<file path="src/core/lss_pkg.sv">
// ==========================================================
// Line-state status bank constants
package lss_pkg;

  // ==========================================================
  // Register byte offsets on the bus
  localparam logic [7:0] LSS_STATUS_OFS = 8'h10;
  localparam logic [7:0] LSS_IRQ_STAT_OFS = 8'h14;
  localparam logic [7:0] LSS_IRQ_MASK_OFS = 8'h18;

  // ==========================================================
  // Field positions of the line-state status word
  localparam int LSS_REV_LSB = 11;
  localparam int LSS_REV_W = 5;
  localparam int LSS_SIGLOST_BIT = 10;
  localparam int LSS_PRIOR_LSB = 8;
  localparam int LSS_CUR_LSB = 5;

  // Arbitrary neutral revision code
  localparam logic [4:0] LSS_REV_DEFAULT = 5'h15;

  // ==========================================================
  // Interrupt bit layout, shared by status and mask
  localparam int LSS_IRQ_W = 2;
  localparam int LSS_IRQ_CHG_BIT = 0;
  localparam int LSS_IRQ_SIG_BIT = 1;
  localparam logic [1:0] LSS_IRQ_STAT_RST = 2'h0;
  localparam logic [1:0] LSS_IRQ_MASK_RST = 2'h0;

  // ==========================================================
  // Like-pair counter thresholds
  localparam logic [2:0] LSS_PAIR_FULL = 3'h7;
  localparam logic [2:0] LSS_PAIR_IDLE4 = 3'h1;

  typedef enum logic [2:0] {
    LSS_NLS   = 3'h0,
    LSS_ALS   = 3'h1,
    LSS_UNDEF = 3'h2,
    LSS_ILS4  = 3'h3,
    LSS_QLS   = 3'h4,
    LSS_MLS   = 3'h5,
    LSS_HLS   = 3'h6,
    LSS_ILS16 = 3'h7
  } lss_line_type;

  typedef enum logic [1:0] {
    LSS_P_QLS   = 2'h0,
    LSS_P_MLS   = 2'h1,
    LSS_P_HLS   = 2'h2,
    LSS_P_ILS16 = 2'h3
  } lss_prior_type;

  localparam lss_line_type LSS_CUR_RST = LSS_NLS;
  localparam lss_prior_type LSS_PRIOR_RST = LSS_P_QLS;

  // True for the states whose exit is recorded
  function automatic logic lss_is_recorded(input lss_line_type s);
    return (s == LSS_QLS) || (s == LSS_MLS) || (s == LSS_HLS) || (s == LSS_ILS16);
  endfunction

  function automatic lss_prior_type lss_to_prior(input lss_line_type s);
    lss_prior_type p;
    p = LSS_P_QLS;
    case (s)
      LSS_MLS: p = LSS_P_MLS;
      LSS_HLS: p = LSS_P_HLS;
      LSS_ILS16: p = LSS_P_ILS16;
      default: p = LSS_P_QLS;
    endcase
    return p;
  endfunction

endpackage

</file>
<file path="src/core/lss_cond_if.sv">
`timescale 1ns/1ps
// ==========================================================
// Recognized line condition from tracker to register bank
interface lss_cond_if;
  import lss_pkg::*;
  lss_line_type current;
  lss_prior_type prior;
  logic changed;
  modport src(output current, output prior, output changed);
  modport dst(input current, input prior, input changed);
endinterface

</file>
<file path="src/core/lss_cond_track.sv">
`timescale 1ns/1ps
// ==========================================================
// Latches reported line conditions and the prior condition
module lss_cond_track
  import lss_pkg::*;
(
  input wire logic clk_i,
  input wire logic rst_i,
  input wire logic ce_i,
  input wire logic [2:0] candidate_cond_i,
  input wire logic [2:0] like_pair_count_i,
  lss_cond_if.src cond
);

  lss_line_type cur_r, cur_nxt;
  lss_prior_type prior_r, prior_nxt;
  logic chg_r, chg_nxt;
  logic report;
  lss_line_type cand;

  always_comb begin
    cand = lss_line_type'(candidate_cond_i);
    // Idle-4 needs only two pairs, everything else eight
    report = (like_pair_count_i == LSS_PAIR_FULL) ||
             (cand == LSS_ILS4 && like_pair_count_i == LSS_PAIR_IDLE4);
    cur_nxt = cur_r;
    prior_nxt = prior_r;
    chg_nxt = 1'b0;
    // The undefined code is never latched, so the field cannot show it
    if (report && cand != LSS_UNDEF && cand != cur_r) begin
      cur_nxt = cand;
      chg_nxt = 1'b1;
      if (lss_is_recorded(cur_r)) begin
        prior_nxt = lss_to_prior(cur_r);
      end
    end
  end

  always_ff @(posedge clk_i) begin
    if (rst_i) begin
      cur_r <= LSS_CUR_RST;
      prior_r <= LSS_PRIOR_RST;
      chg_r <= 1'b0;
    end else if (ce_i) begin
      cur_r <= cur_nxt;
      prior_r <= prior_nxt;
      chg_r <= chg_nxt;
    end
  end

  assign cond.current = cur_r;
  assign cond.prior = prior_r;
  assign cond.changed = chg_r;

endmodule

</file>
<file path="src/core/lss_status_bank.sv">
// Decided for this implementation: register access over Wishbone.
`timescale 1ns/1ps
// What this block does
// - Read-only 16-bit line-state status register at 0x10; writes ignored.
// - Bits 15..11 return a fixed per-variant five-bit revision code.
// - Bit 10 is the inverse of the optical presence input, registered one cycle late.
// - Prior field loads only when leaving quiet, master, halt or idle-16.
// - Prior codes: quiet 00, master 01, halt 10, idle-16 11.
// - Bits 7..5 hold latest condition; noise 000, active 001, 010 unused.
// - Codes 011 idle-4, 100 quiet, 101 master, 110 halt, 111 idle-16.
// - Report after pair count seven; idle-4 after two idle pairs.
module lss_status_bank
  import lss_pkg::*;
#(
  parameter logic [4:0] SILICON_REV = LSS_REV_DEFAULT
)
(
  input wire logic clk_i,
  input wire logic rst_i,
  input wire logic ce_i,
  input wire logic wb_cyc_i,
  input wire logic wb_stb_i,
  input wire logic wb_we_i,
  input wire logic [7:0] wb_adr_i,
  input wire logic [3:0] wb_sel_i,
  input wire logic [31:0] wb_dat_i,
  output logic [31:0] wb_dat_o,
  output logic wb_ack_o,
  output logic irq_o,
  input wire logic optical_presence_i,
  input wire logic [2:0] candidate_cond_i,
  input wire logic [2:0] like_pair_count_i
);

  // ==========================================================
  // Line condition tracker
  lss_cond_if cond();

  lss_cond_track u_lss_cond_track (
    .clk_i(clk_i),
    .rst_i(rst_i),
    .ce_i(ce_i),
    .candidate_cond_i(candidate_cond_i),
    .like_pair_count_i(like_pair_count_i),
    .cond(cond)
  );

  // ==========================================================
  // Bus and interrupt state
  logic ack_r, ack_nxt;
  logic [31:0] dat_r, dat_nxt;
  logic irq_r, irq_nxt;
  logic pres_r, pres_nxt;
  logic [LSS_IRQ_W-1:0] istat_r, istat_nxt;
  logic [LSS_IRQ_W-1:0] imask_r, imask_nxt;
  logic [15:0] status_word;
  logic [LSS_IRQ_W-1:0] events;
  logic req;
  logic wr_stat;
  logic wr_mask;

  always_comb begin
    status_word = 16'h0000;
    status_word[LSS_REV_LSB +: LSS_REV_W] = SILICON_REV;
    status_word[LSS_SIGLOST_BIT] = ~pres_r;
    status_word[LSS_PRIOR_LSB +: 2] = cond.prior;
    status_word[LSS_CUR_LSB +: 3] = cond.current;
  end

  always_comb begin
    // One request per ack; the gap cycle drops ack again
    req = wb_cyc_i && wb_stb_i && !ack_r;
    wr_stat = req && wb_we_i && wb_sel_i[0] && (wb_adr_i == LSS_IRQ_STAT_OFS);
    wr_mask = req && wb_we_i && wb_sel_i[0] && (wb_adr_i == LSS_IRQ_MASK_OFS);
    events = '0;
    events[LSS_IRQ_CHG_BIT] = cond.changed;
    events[LSS_IRQ_SIG_BIT] = (optical_presence_i != pres_r);
    ack_nxt = req;
    pres_nxt = optical_presence_i;
    dat_nxt = dat_r;
    if (req && !wb_we_i) begin
      // Reads are side-effect free and show live fields
      if (wb_adr_i == LSS_STATUS_OFS) begin
        dat_nxt = {16'h0000, status_word};
      end else if (wb_adr_i == LSS_IRQ_STAT_OFS) begin
        dat_nxt = {{(32-LSS_IRQ_W){1'b0}}, istat_r};
      end else if (wb_adr_i == LSS_IRQ_MASK_OFS) begin
        dat_nxt = {{(32-LSS_IRQ_W){1'b0}}, imask_r};
      end else begin
        dat_nxt = 32'h00000000;
      end
    end
    // Writes to the status word fall through: nothing decodes them
    istat_nxt = istat_r;
    if (wr_stat) begin
      istat_nxt = istat_r & ~wb_dat_i[LSS_IRQ_W-1:0];
    end
    // A new event wins over a simultaneous clear
    istat_nxt = istat_nxt | events;
    imask_nxt = imask_r;
    if (wr_mask) begin
      imask_nxt = wb_dat_i[LSS_IRQ_W-1:0];
    end
    irq_nxt = |(istat_nxt & imask_nxt);
  end

  always_ff @(posedge clk_i) begin
    if (rst_i) begin
      ack_r <= 1'b0;
      dat_r <= 32'h00000000;
      irq_r <= 1'b0;
      pres_r <= 1'b1;
      istat_r <= LSS_IRQ_STAT_RST;
      imask_r <= LSS_IRQ_MASK_RST;
    end else if (ce_i) begin
      ack_r <= ack_nxt;
      dat_r <= dat_nxt;
      irq_r <= irq_nxt;
      pres_r <= pres_nxt;
      istat_r <= istat_nxt;
      imask_r <= imask_nxt;
    end
  end

  assign wb_ack_o = ack_r;
  assign wb_dat_o = dat_r;
  assign irq_o = irq_r;

endmodule

</file>
<file path="config.mk">
export PLATFORM = sky130hd
export DESIGN_NAME = lss_status_bank
export DESIGN_NICKNAME = d
export VERILOG_FILES = /design/src/core/lss_pkg.sv /design/src/core/lss_cond_if.sv /design/src/core/lss_cond_track.sv /design/src/core/lss_status_bank.sv
export SDC_FILE = /design/constraint.sdc
export NUM_CORES = 1
export LEC_CHECK = 0
export ABC_AREA = 1
export BUFFER_PORTS_ARGS = -buffer_cell sky130_fd_sc_hd__buf_2
export CORE_MARGIN = 5
export CORE_UTILIZATION = 45
export CTS_CLUSTER_DIAMETER = 100
export DETAILED_ROUTE_END_ITERATION = 12
export PLACE_DENSITY = 0.83
export SYNTH_ARGS = -nofsm -noshare
export SYNTH_HDL_FRONTEND = slang
export SYNTH_HIERARCHICAL = 1
export SYNTH_SLANG_ARGS = --single-unit
</file>
<file path="constraint.sdc">
create_clock -name clk_i -period 1.9 [get_ports clk_i]
set_input_delay 0.285 -clock clk_i [delete_from_list [all_inputs] [get_ports clk_i]]
set_output_delay 0.285 -clock clk_i [all_outputs]
set_load 0.1 [all_outputs]
</file>
==> After elaboration in Yosys (flattened, before gate mapping) <==
Cells that the tools add are included.
W data, S select, Z words.
{ "op_classes": {"n_addsub": 0, "n_mul": 0, "div_mod_pow": 0, "magnitude_cmp": 0, "eq_ne": 13, "shifts": 0, "mux": 7, "bitwise_logic": 5, "n_reduce_logical": 20} }
{ "ops": {"columns": ["cell", "n"], "rows": [
  ["$eq A8 B5 Y1 const B", 3],
  ["$mux W16", 1],
  ["$eq A3 B3 Y1 const B", 5],
  ["$logic_and A1 B1 Y1", 10],
  ["$mux W2", 4],
  ["$pmux W2 S3", 1],
  ["$and A2 B2 Y2", 2],
  ["$logic_or A1 B1 Y1", 4],
  ["$reduce_and A2 Y1", 2],
  ["$eq A3 B1 Y1 const B", 1],
  ["$eq A3 B2 Y1 const B", 1],
  ["$ne A3 B2 Y1 const B", 1],
  ["$ne A3 B3 Y1", 1],
  ["$reduce_and A3 Y1", 1],
  ["$logic_not A1 Y1", 2],
  ["$not A2 Y2", 1],
  ["$or A2 B2 Y2", 1],
  ["$reduce_or A2 Y1", 1],
  ["$mux W1", 1],
  ["$ne A1 B1 Y1", 1],
  ["$not A1 Y1", 1]
]} }
{ "totals": {"register_bits": 45, "latchBits": 0, "ram_bits": 0, "mem_bits_ro": 0, "in_bits": 57, "out_inout_bits": 34, "elab_cells": 54, "memories": 0} }

==> Longest topological paths before layout <==
{ "logic_depth": {"depth_word": 9, "depth_mapped": 11, "ltp_nobuf": 11} }

==> By module <==
The synthesis kept the hierarchy.
{ "by_module_without_submodules": {"columns": ["mod", "n_inst", "cells_per_inst", "area_each_um2", "seq_area_each_um2"], "rows": [
  ["lss_status_bank", 1, 160, 1034.7, 320.3],
  ["lss_cond_track", 1, 65, 381.6, 120.1]
]} }

==> Least setup slack after synthesis <==
No wires, ideal clock.
{ "synth_timing": {"path_kind": "reg-to-reg", "from": "register ack_r, in the netlist wb_ack_o", "to": "register irq_r, in the netlist irq_o", "setup_ps": 109, "t_arrival_ps": 1622, "required_ps": 1791, "setup_slack_ps": 169, "stages_incl_launch_ff": 10, "n_path_buf": 0, "synth_period_minus_slack_ps": 1731, "cell_sequence": "dfxtp_1 -> inv_1 -> nand3_1 -> nor2_4 -> a21oi_1 -> nor2_1 -> nand2_1 -> nand3_1 -> nand2_1 -> inv_1"} }
{ "synth_between": {"elab_chain_cells": 9, "word_cells_on_any_way": 11, "classes_between": "mux: 2; bitwise: 2; reduce/logical: 7"} }
{ "synth_rtl": {"columns": ["element", "line", "text"], "rows": [
  ["start: declaration", "lss_status_bank.sv:50", "logic ack_r, ack_nxt;"],
  ["start signal: assignment", "lss_status_bank.sv:116", "ack_r <= ack_nxt;"],
  ["$logic_not A1 Y1 *", "lss_status_bank.sv:72", "req = wb_cyc_i && wb_stb_i && !ack_r;"],
  ["$logic_and A1 B1 Y1 *", "lss_status_bank.sv:72", null],
  ["$logic_and A1 B1 Y1 * (2 in series)", "lss_status_bank.sv:73, lss_status_bank.sv:74", null],
  ["$logic_and A1 B1 Y1", "lss_status_bank.sv:73", "wr_stat = req && wb_we_i && wb_sel_i[0] && (wb_adr_i == LSS_IRQ_STAT_OFS);"],
  ["$mux W2", "lss_status_bank.sv:95", "if (wr_stat) begin"],
  ["$or A2 B2 Y2", "lss_status_bank.sv:99", "istat_nxt = istat_nxt | events;"],
  ["$and A2 B2 Y2 *", "lss_status_bank.sv:104", "irq_nxt = |(istat_nxt & imask_nxt);"],
  ["$reduce_or A2 Y1 *", "lss_status_bank.sv:104", null],
  ["end signal: assignment", "lss_status_bank.sv:118", "irq_r <= irq_nxt;"],
  ["end: declaration", "lss_status_bank.sv:52", "logic irq_r, irq_nxt;"]
]} }
Mark *: on every way between the ends. The rest lies on a longest branch, timed or not.
A chain may end at the register's enable or synchronous reset.

==> Worst setup path in the final report <==
{ "layout_timing": {"from": "register dat_r[13], in the netlist wb_dat_o[13]", "to": "output wb_dat_o[13]"} }
{ "layout_rtl": {"columns": ["element", "line", "text"], "rows": [
  ["start: declaration", "lss_status_bank.sv:51", "logic [31:0] dat_r, dat_nxt;"],
  ["start signal: assignment", "lss_status_bank.sv:117", "dat_r <= dat_nxt;"],
  ["end: declaration", "lss_status_bank.sv:27", "output logic [31:0] wb_dat_o,"]
]} }
No word-level cell between the ends.

==> key figures <==
Outcome
  • Run status: completed

Synth
  • Post-synth top area share: a little under a third
  • Count of synthesis-stage warnings from yosys: 6
  • Dominant register cell in the synthesized netlist: dfxtp_1
  • Netlist area before placement: between 1000 and 1500 sq um
  • Count leader, synth: nand2_1
  • Leading post-synthesis cells by instance count: 60 x nand2_1, 42 x inv_1, 23 x buf_4
  • Largest area contributor in the synthesized netlist: dfxtp_1
  • EDFF count, synth: 0
  • Post-synthesis register bit count: 22
  • Number of standard cells after synthesis: 225
  • Average cell area after synthesis: 6.29 sq um
  • Sequential area share after synthesis: roughly 31%
  • Number of distinct library cells after synthesis: 19
  • Ranking of synthesized cells by area: dfxtp_1 31%, nand2_1 16%, buf_4 12%
  • Post-synth ARST share: 0%

Die
  • Die area: 4370 sq um
  • Initial standard-cell utilization of the core: 46.8%
  • Area of the core: 3030 sq um
  • Row cnt: 20
  • Die width: around 66 microns
  • Boundary Pins: 91
  • Die Y: approximately 66 microns

CTS
  • CTS sink count: 22
  • Htree depth: 1
  • Worst-path clk slew: 130 ps
  • Post-CTS Setup Repair Bufs: 0
  • Clock tree from TritonCTS: built
  • Hold Buf Count CTS: 0
  • Buffer depth of the longest clock path: 2
  • Count of instances resized after the clock tree is built: 0
  • Clock latency at the later pin of the worst-skew pair: about 310 ps
  • Root buf cell: clkbuf_4
  • Number of buffers created by CTS: 3

Route
  • Via density per instance: ~4.3
  • Routed via count: 1302
  • Wirelength per Cell: about 9.3 microns
  • DRT iter0 DRCs: 63
  • Drt total wl: 2.84 mm
  • TritonRoute pass-1 iters: 4
  • Antenna Nets Post-Route: 0
  • Met3 routed wirelength: 199 microns
  • Wire length the detailed router placed on met1: about 1.3 mm
  • Routed wire length on met2: 1.31 mm
  • Highest signal layer in the routed design: met3
  • Drc violations: 0

Cells and area
  • Share of the core filled with cells in the final layout: 52.6%
  • Net count of the finished layout: ~320
  • Layout cell share with drive strength beyond 1: 20.0%
  • Ant diodes: 0
  • Area delta synth->final: 12.4%

Worst setup path
  • Data required time of the critical path: approximately 1600 ps
  • Crit-path max cell delay: 440 ps
  • Number of buffers and inverters on the critical path: 1
  • Startpoint class of the critical path: flip-flop
  • Highest net fanout along the worst path: 4
  • Critical path start-end classification: flip-flop to output port
  • Worst R2R Path Depth: 9
  • Kind of cell adding the most delay to the critical path: buffers and inverters
  • Crit-path slowest cell: buf_2
  • Kind of end point of the critical path: output port
  • Worst path depth: 1
  • Crit path DAT: roughly 1200 ps
  • Cells along the critical path: buf_2

STA
  • Final hold violation count: 0
  • Highest achievable clock rate: around 0.7 GHz
  • Time the worst path needs with I/O delays and setup: 1440 ps
  • Unrepaired setup endpoints after global routing: no
  • Setup-failing EPs final: 0
  • Period utilization: between 70% and 80%
  • Worst-case setup margin in the final layout: 464 ps
  • Final total negative setup slack: 0 ps
  • Final Max Tran Viols: 0
  • Setup Skew: roughly 11 ps

Global route
  • Initial antenna violation count: 0
  • Maximum number of pins on one net before global-route repair: 16
  • Aggregate global-route resource usage: 12.8%
  • Via count of the first global-routing pass: between 1000 and 1500
  • Remaining global-route overflow: 0
  • First-pass GRT wire length: approximately 4.6 mm

Worst hold path
  • Worst min-delay path class: input port to flip-flop
  • WHS Path Cells: 3

Power
  • Maximum ir drop on the vdd rail: 0.390 mV
  • Leakage power of the design: 0.859 nW
  • Power per cell area: ~730 nW/um^2
  • Overall Power: 1.17 mW

Placement
  • Routability cong.: slightly above 0.8
  • Final HPWL from detailed placement: about 2.3 mm
  • Pre-CTS setup slack: between 500 and 600 ps
  • Number of buffers added on ports: 36

Flow run
  • Max Cap Violations: 0
-- layer usage --
layer / up-vias / GRT usage [%]
met2: 43 / 22.1
met1: 547 / 16.6
met5: - / 0
li1: 712 / -
met3: 0 / 1.87
met4: 0 / 3.30
-- power breakdown --
part	leakage, nW	total, mW	internal [mW]	switching (mW)
Combinational	0.652	0.329	0.0494	0.279
Sequential	0.178	0.480	0.472	0.00806
Clock	0.0279	0.359	0.213	0.146
-- flip-flops by register name (all words and copies together), names as in the netlist --
name,count
irq_o,1
u_lss_cond_track/cond.prior,2
wb_ack_o,1
u_lss_cond_track/cond.changed,1
pres_r,1
wb_dat_o,9
istat_r,2
imask_r,2
u_lss_cond_track/cond.current,3
-- cells by family (layout without fill, tap and decap cells) --
logic type | after synthesis | in the layout | share of synthesized area, %
xor+xnor | 2 | 2 | 1.24
buf+inv | 69 | 84 | 24.9
compound gates | 23 | 23 | 8.48
simple gates | 108 | 108 | 34.0
flops | 22 | 22 | 31.1
other cells | 1 | 21 | 0.265
-- cell type report --
cell class / count / area, sq um
timing repair buffer: 36 / 180
fill: 316 / 1440
sequential: 22 / 440
clock inverter: 1 / 30.0
clock buffer: 3 / 22.5
inverter: 44 / 165
tap: 44 / 55.1
multi-input combinational: 154 / 698
-- cell usage in the layout, fill, tap and decap left out, types with 3 or more instances in the layout --
master,synthesis,routed
a21oi_1,14,14
nor2_2,5,5
nand4_1,6,6
nor2_4,3,3
nand2_1,60,60
clkbuf_4,0,3
dfxtp_1,22,22
inv_1,42,42
buf_2,0,36
conb_1,1,21
o21ai_0,6,6
nand3_1,11,11
nor2_1,21,21
-- per-stage QoR --
step	hold WS (ps)	cell area, sq um	cells
after floorplan	354	1490	245
after global placement	451	1540	300
after detailed placement	455	1540	300
after CTS	212	1590	304
after global routing	244	1590	304
final	212	1590	304
-- path summary, 6_finish.rpt --
check	to	slack (ps)	start
setup / recovery	wb_dat_o[13]	460	wb_dat_o[13]
hold / removal	pres_r	210	optical_presence_i
setup reg to reg	u_lss_cond_track/cond.current[0]	610	u_lss_cond_track/cond.current[2]
hold reg to reg	wb_dat_o[9]	470	wb_dat_o[9]
No activity file was read; power rests on OpenSTA's default activity.
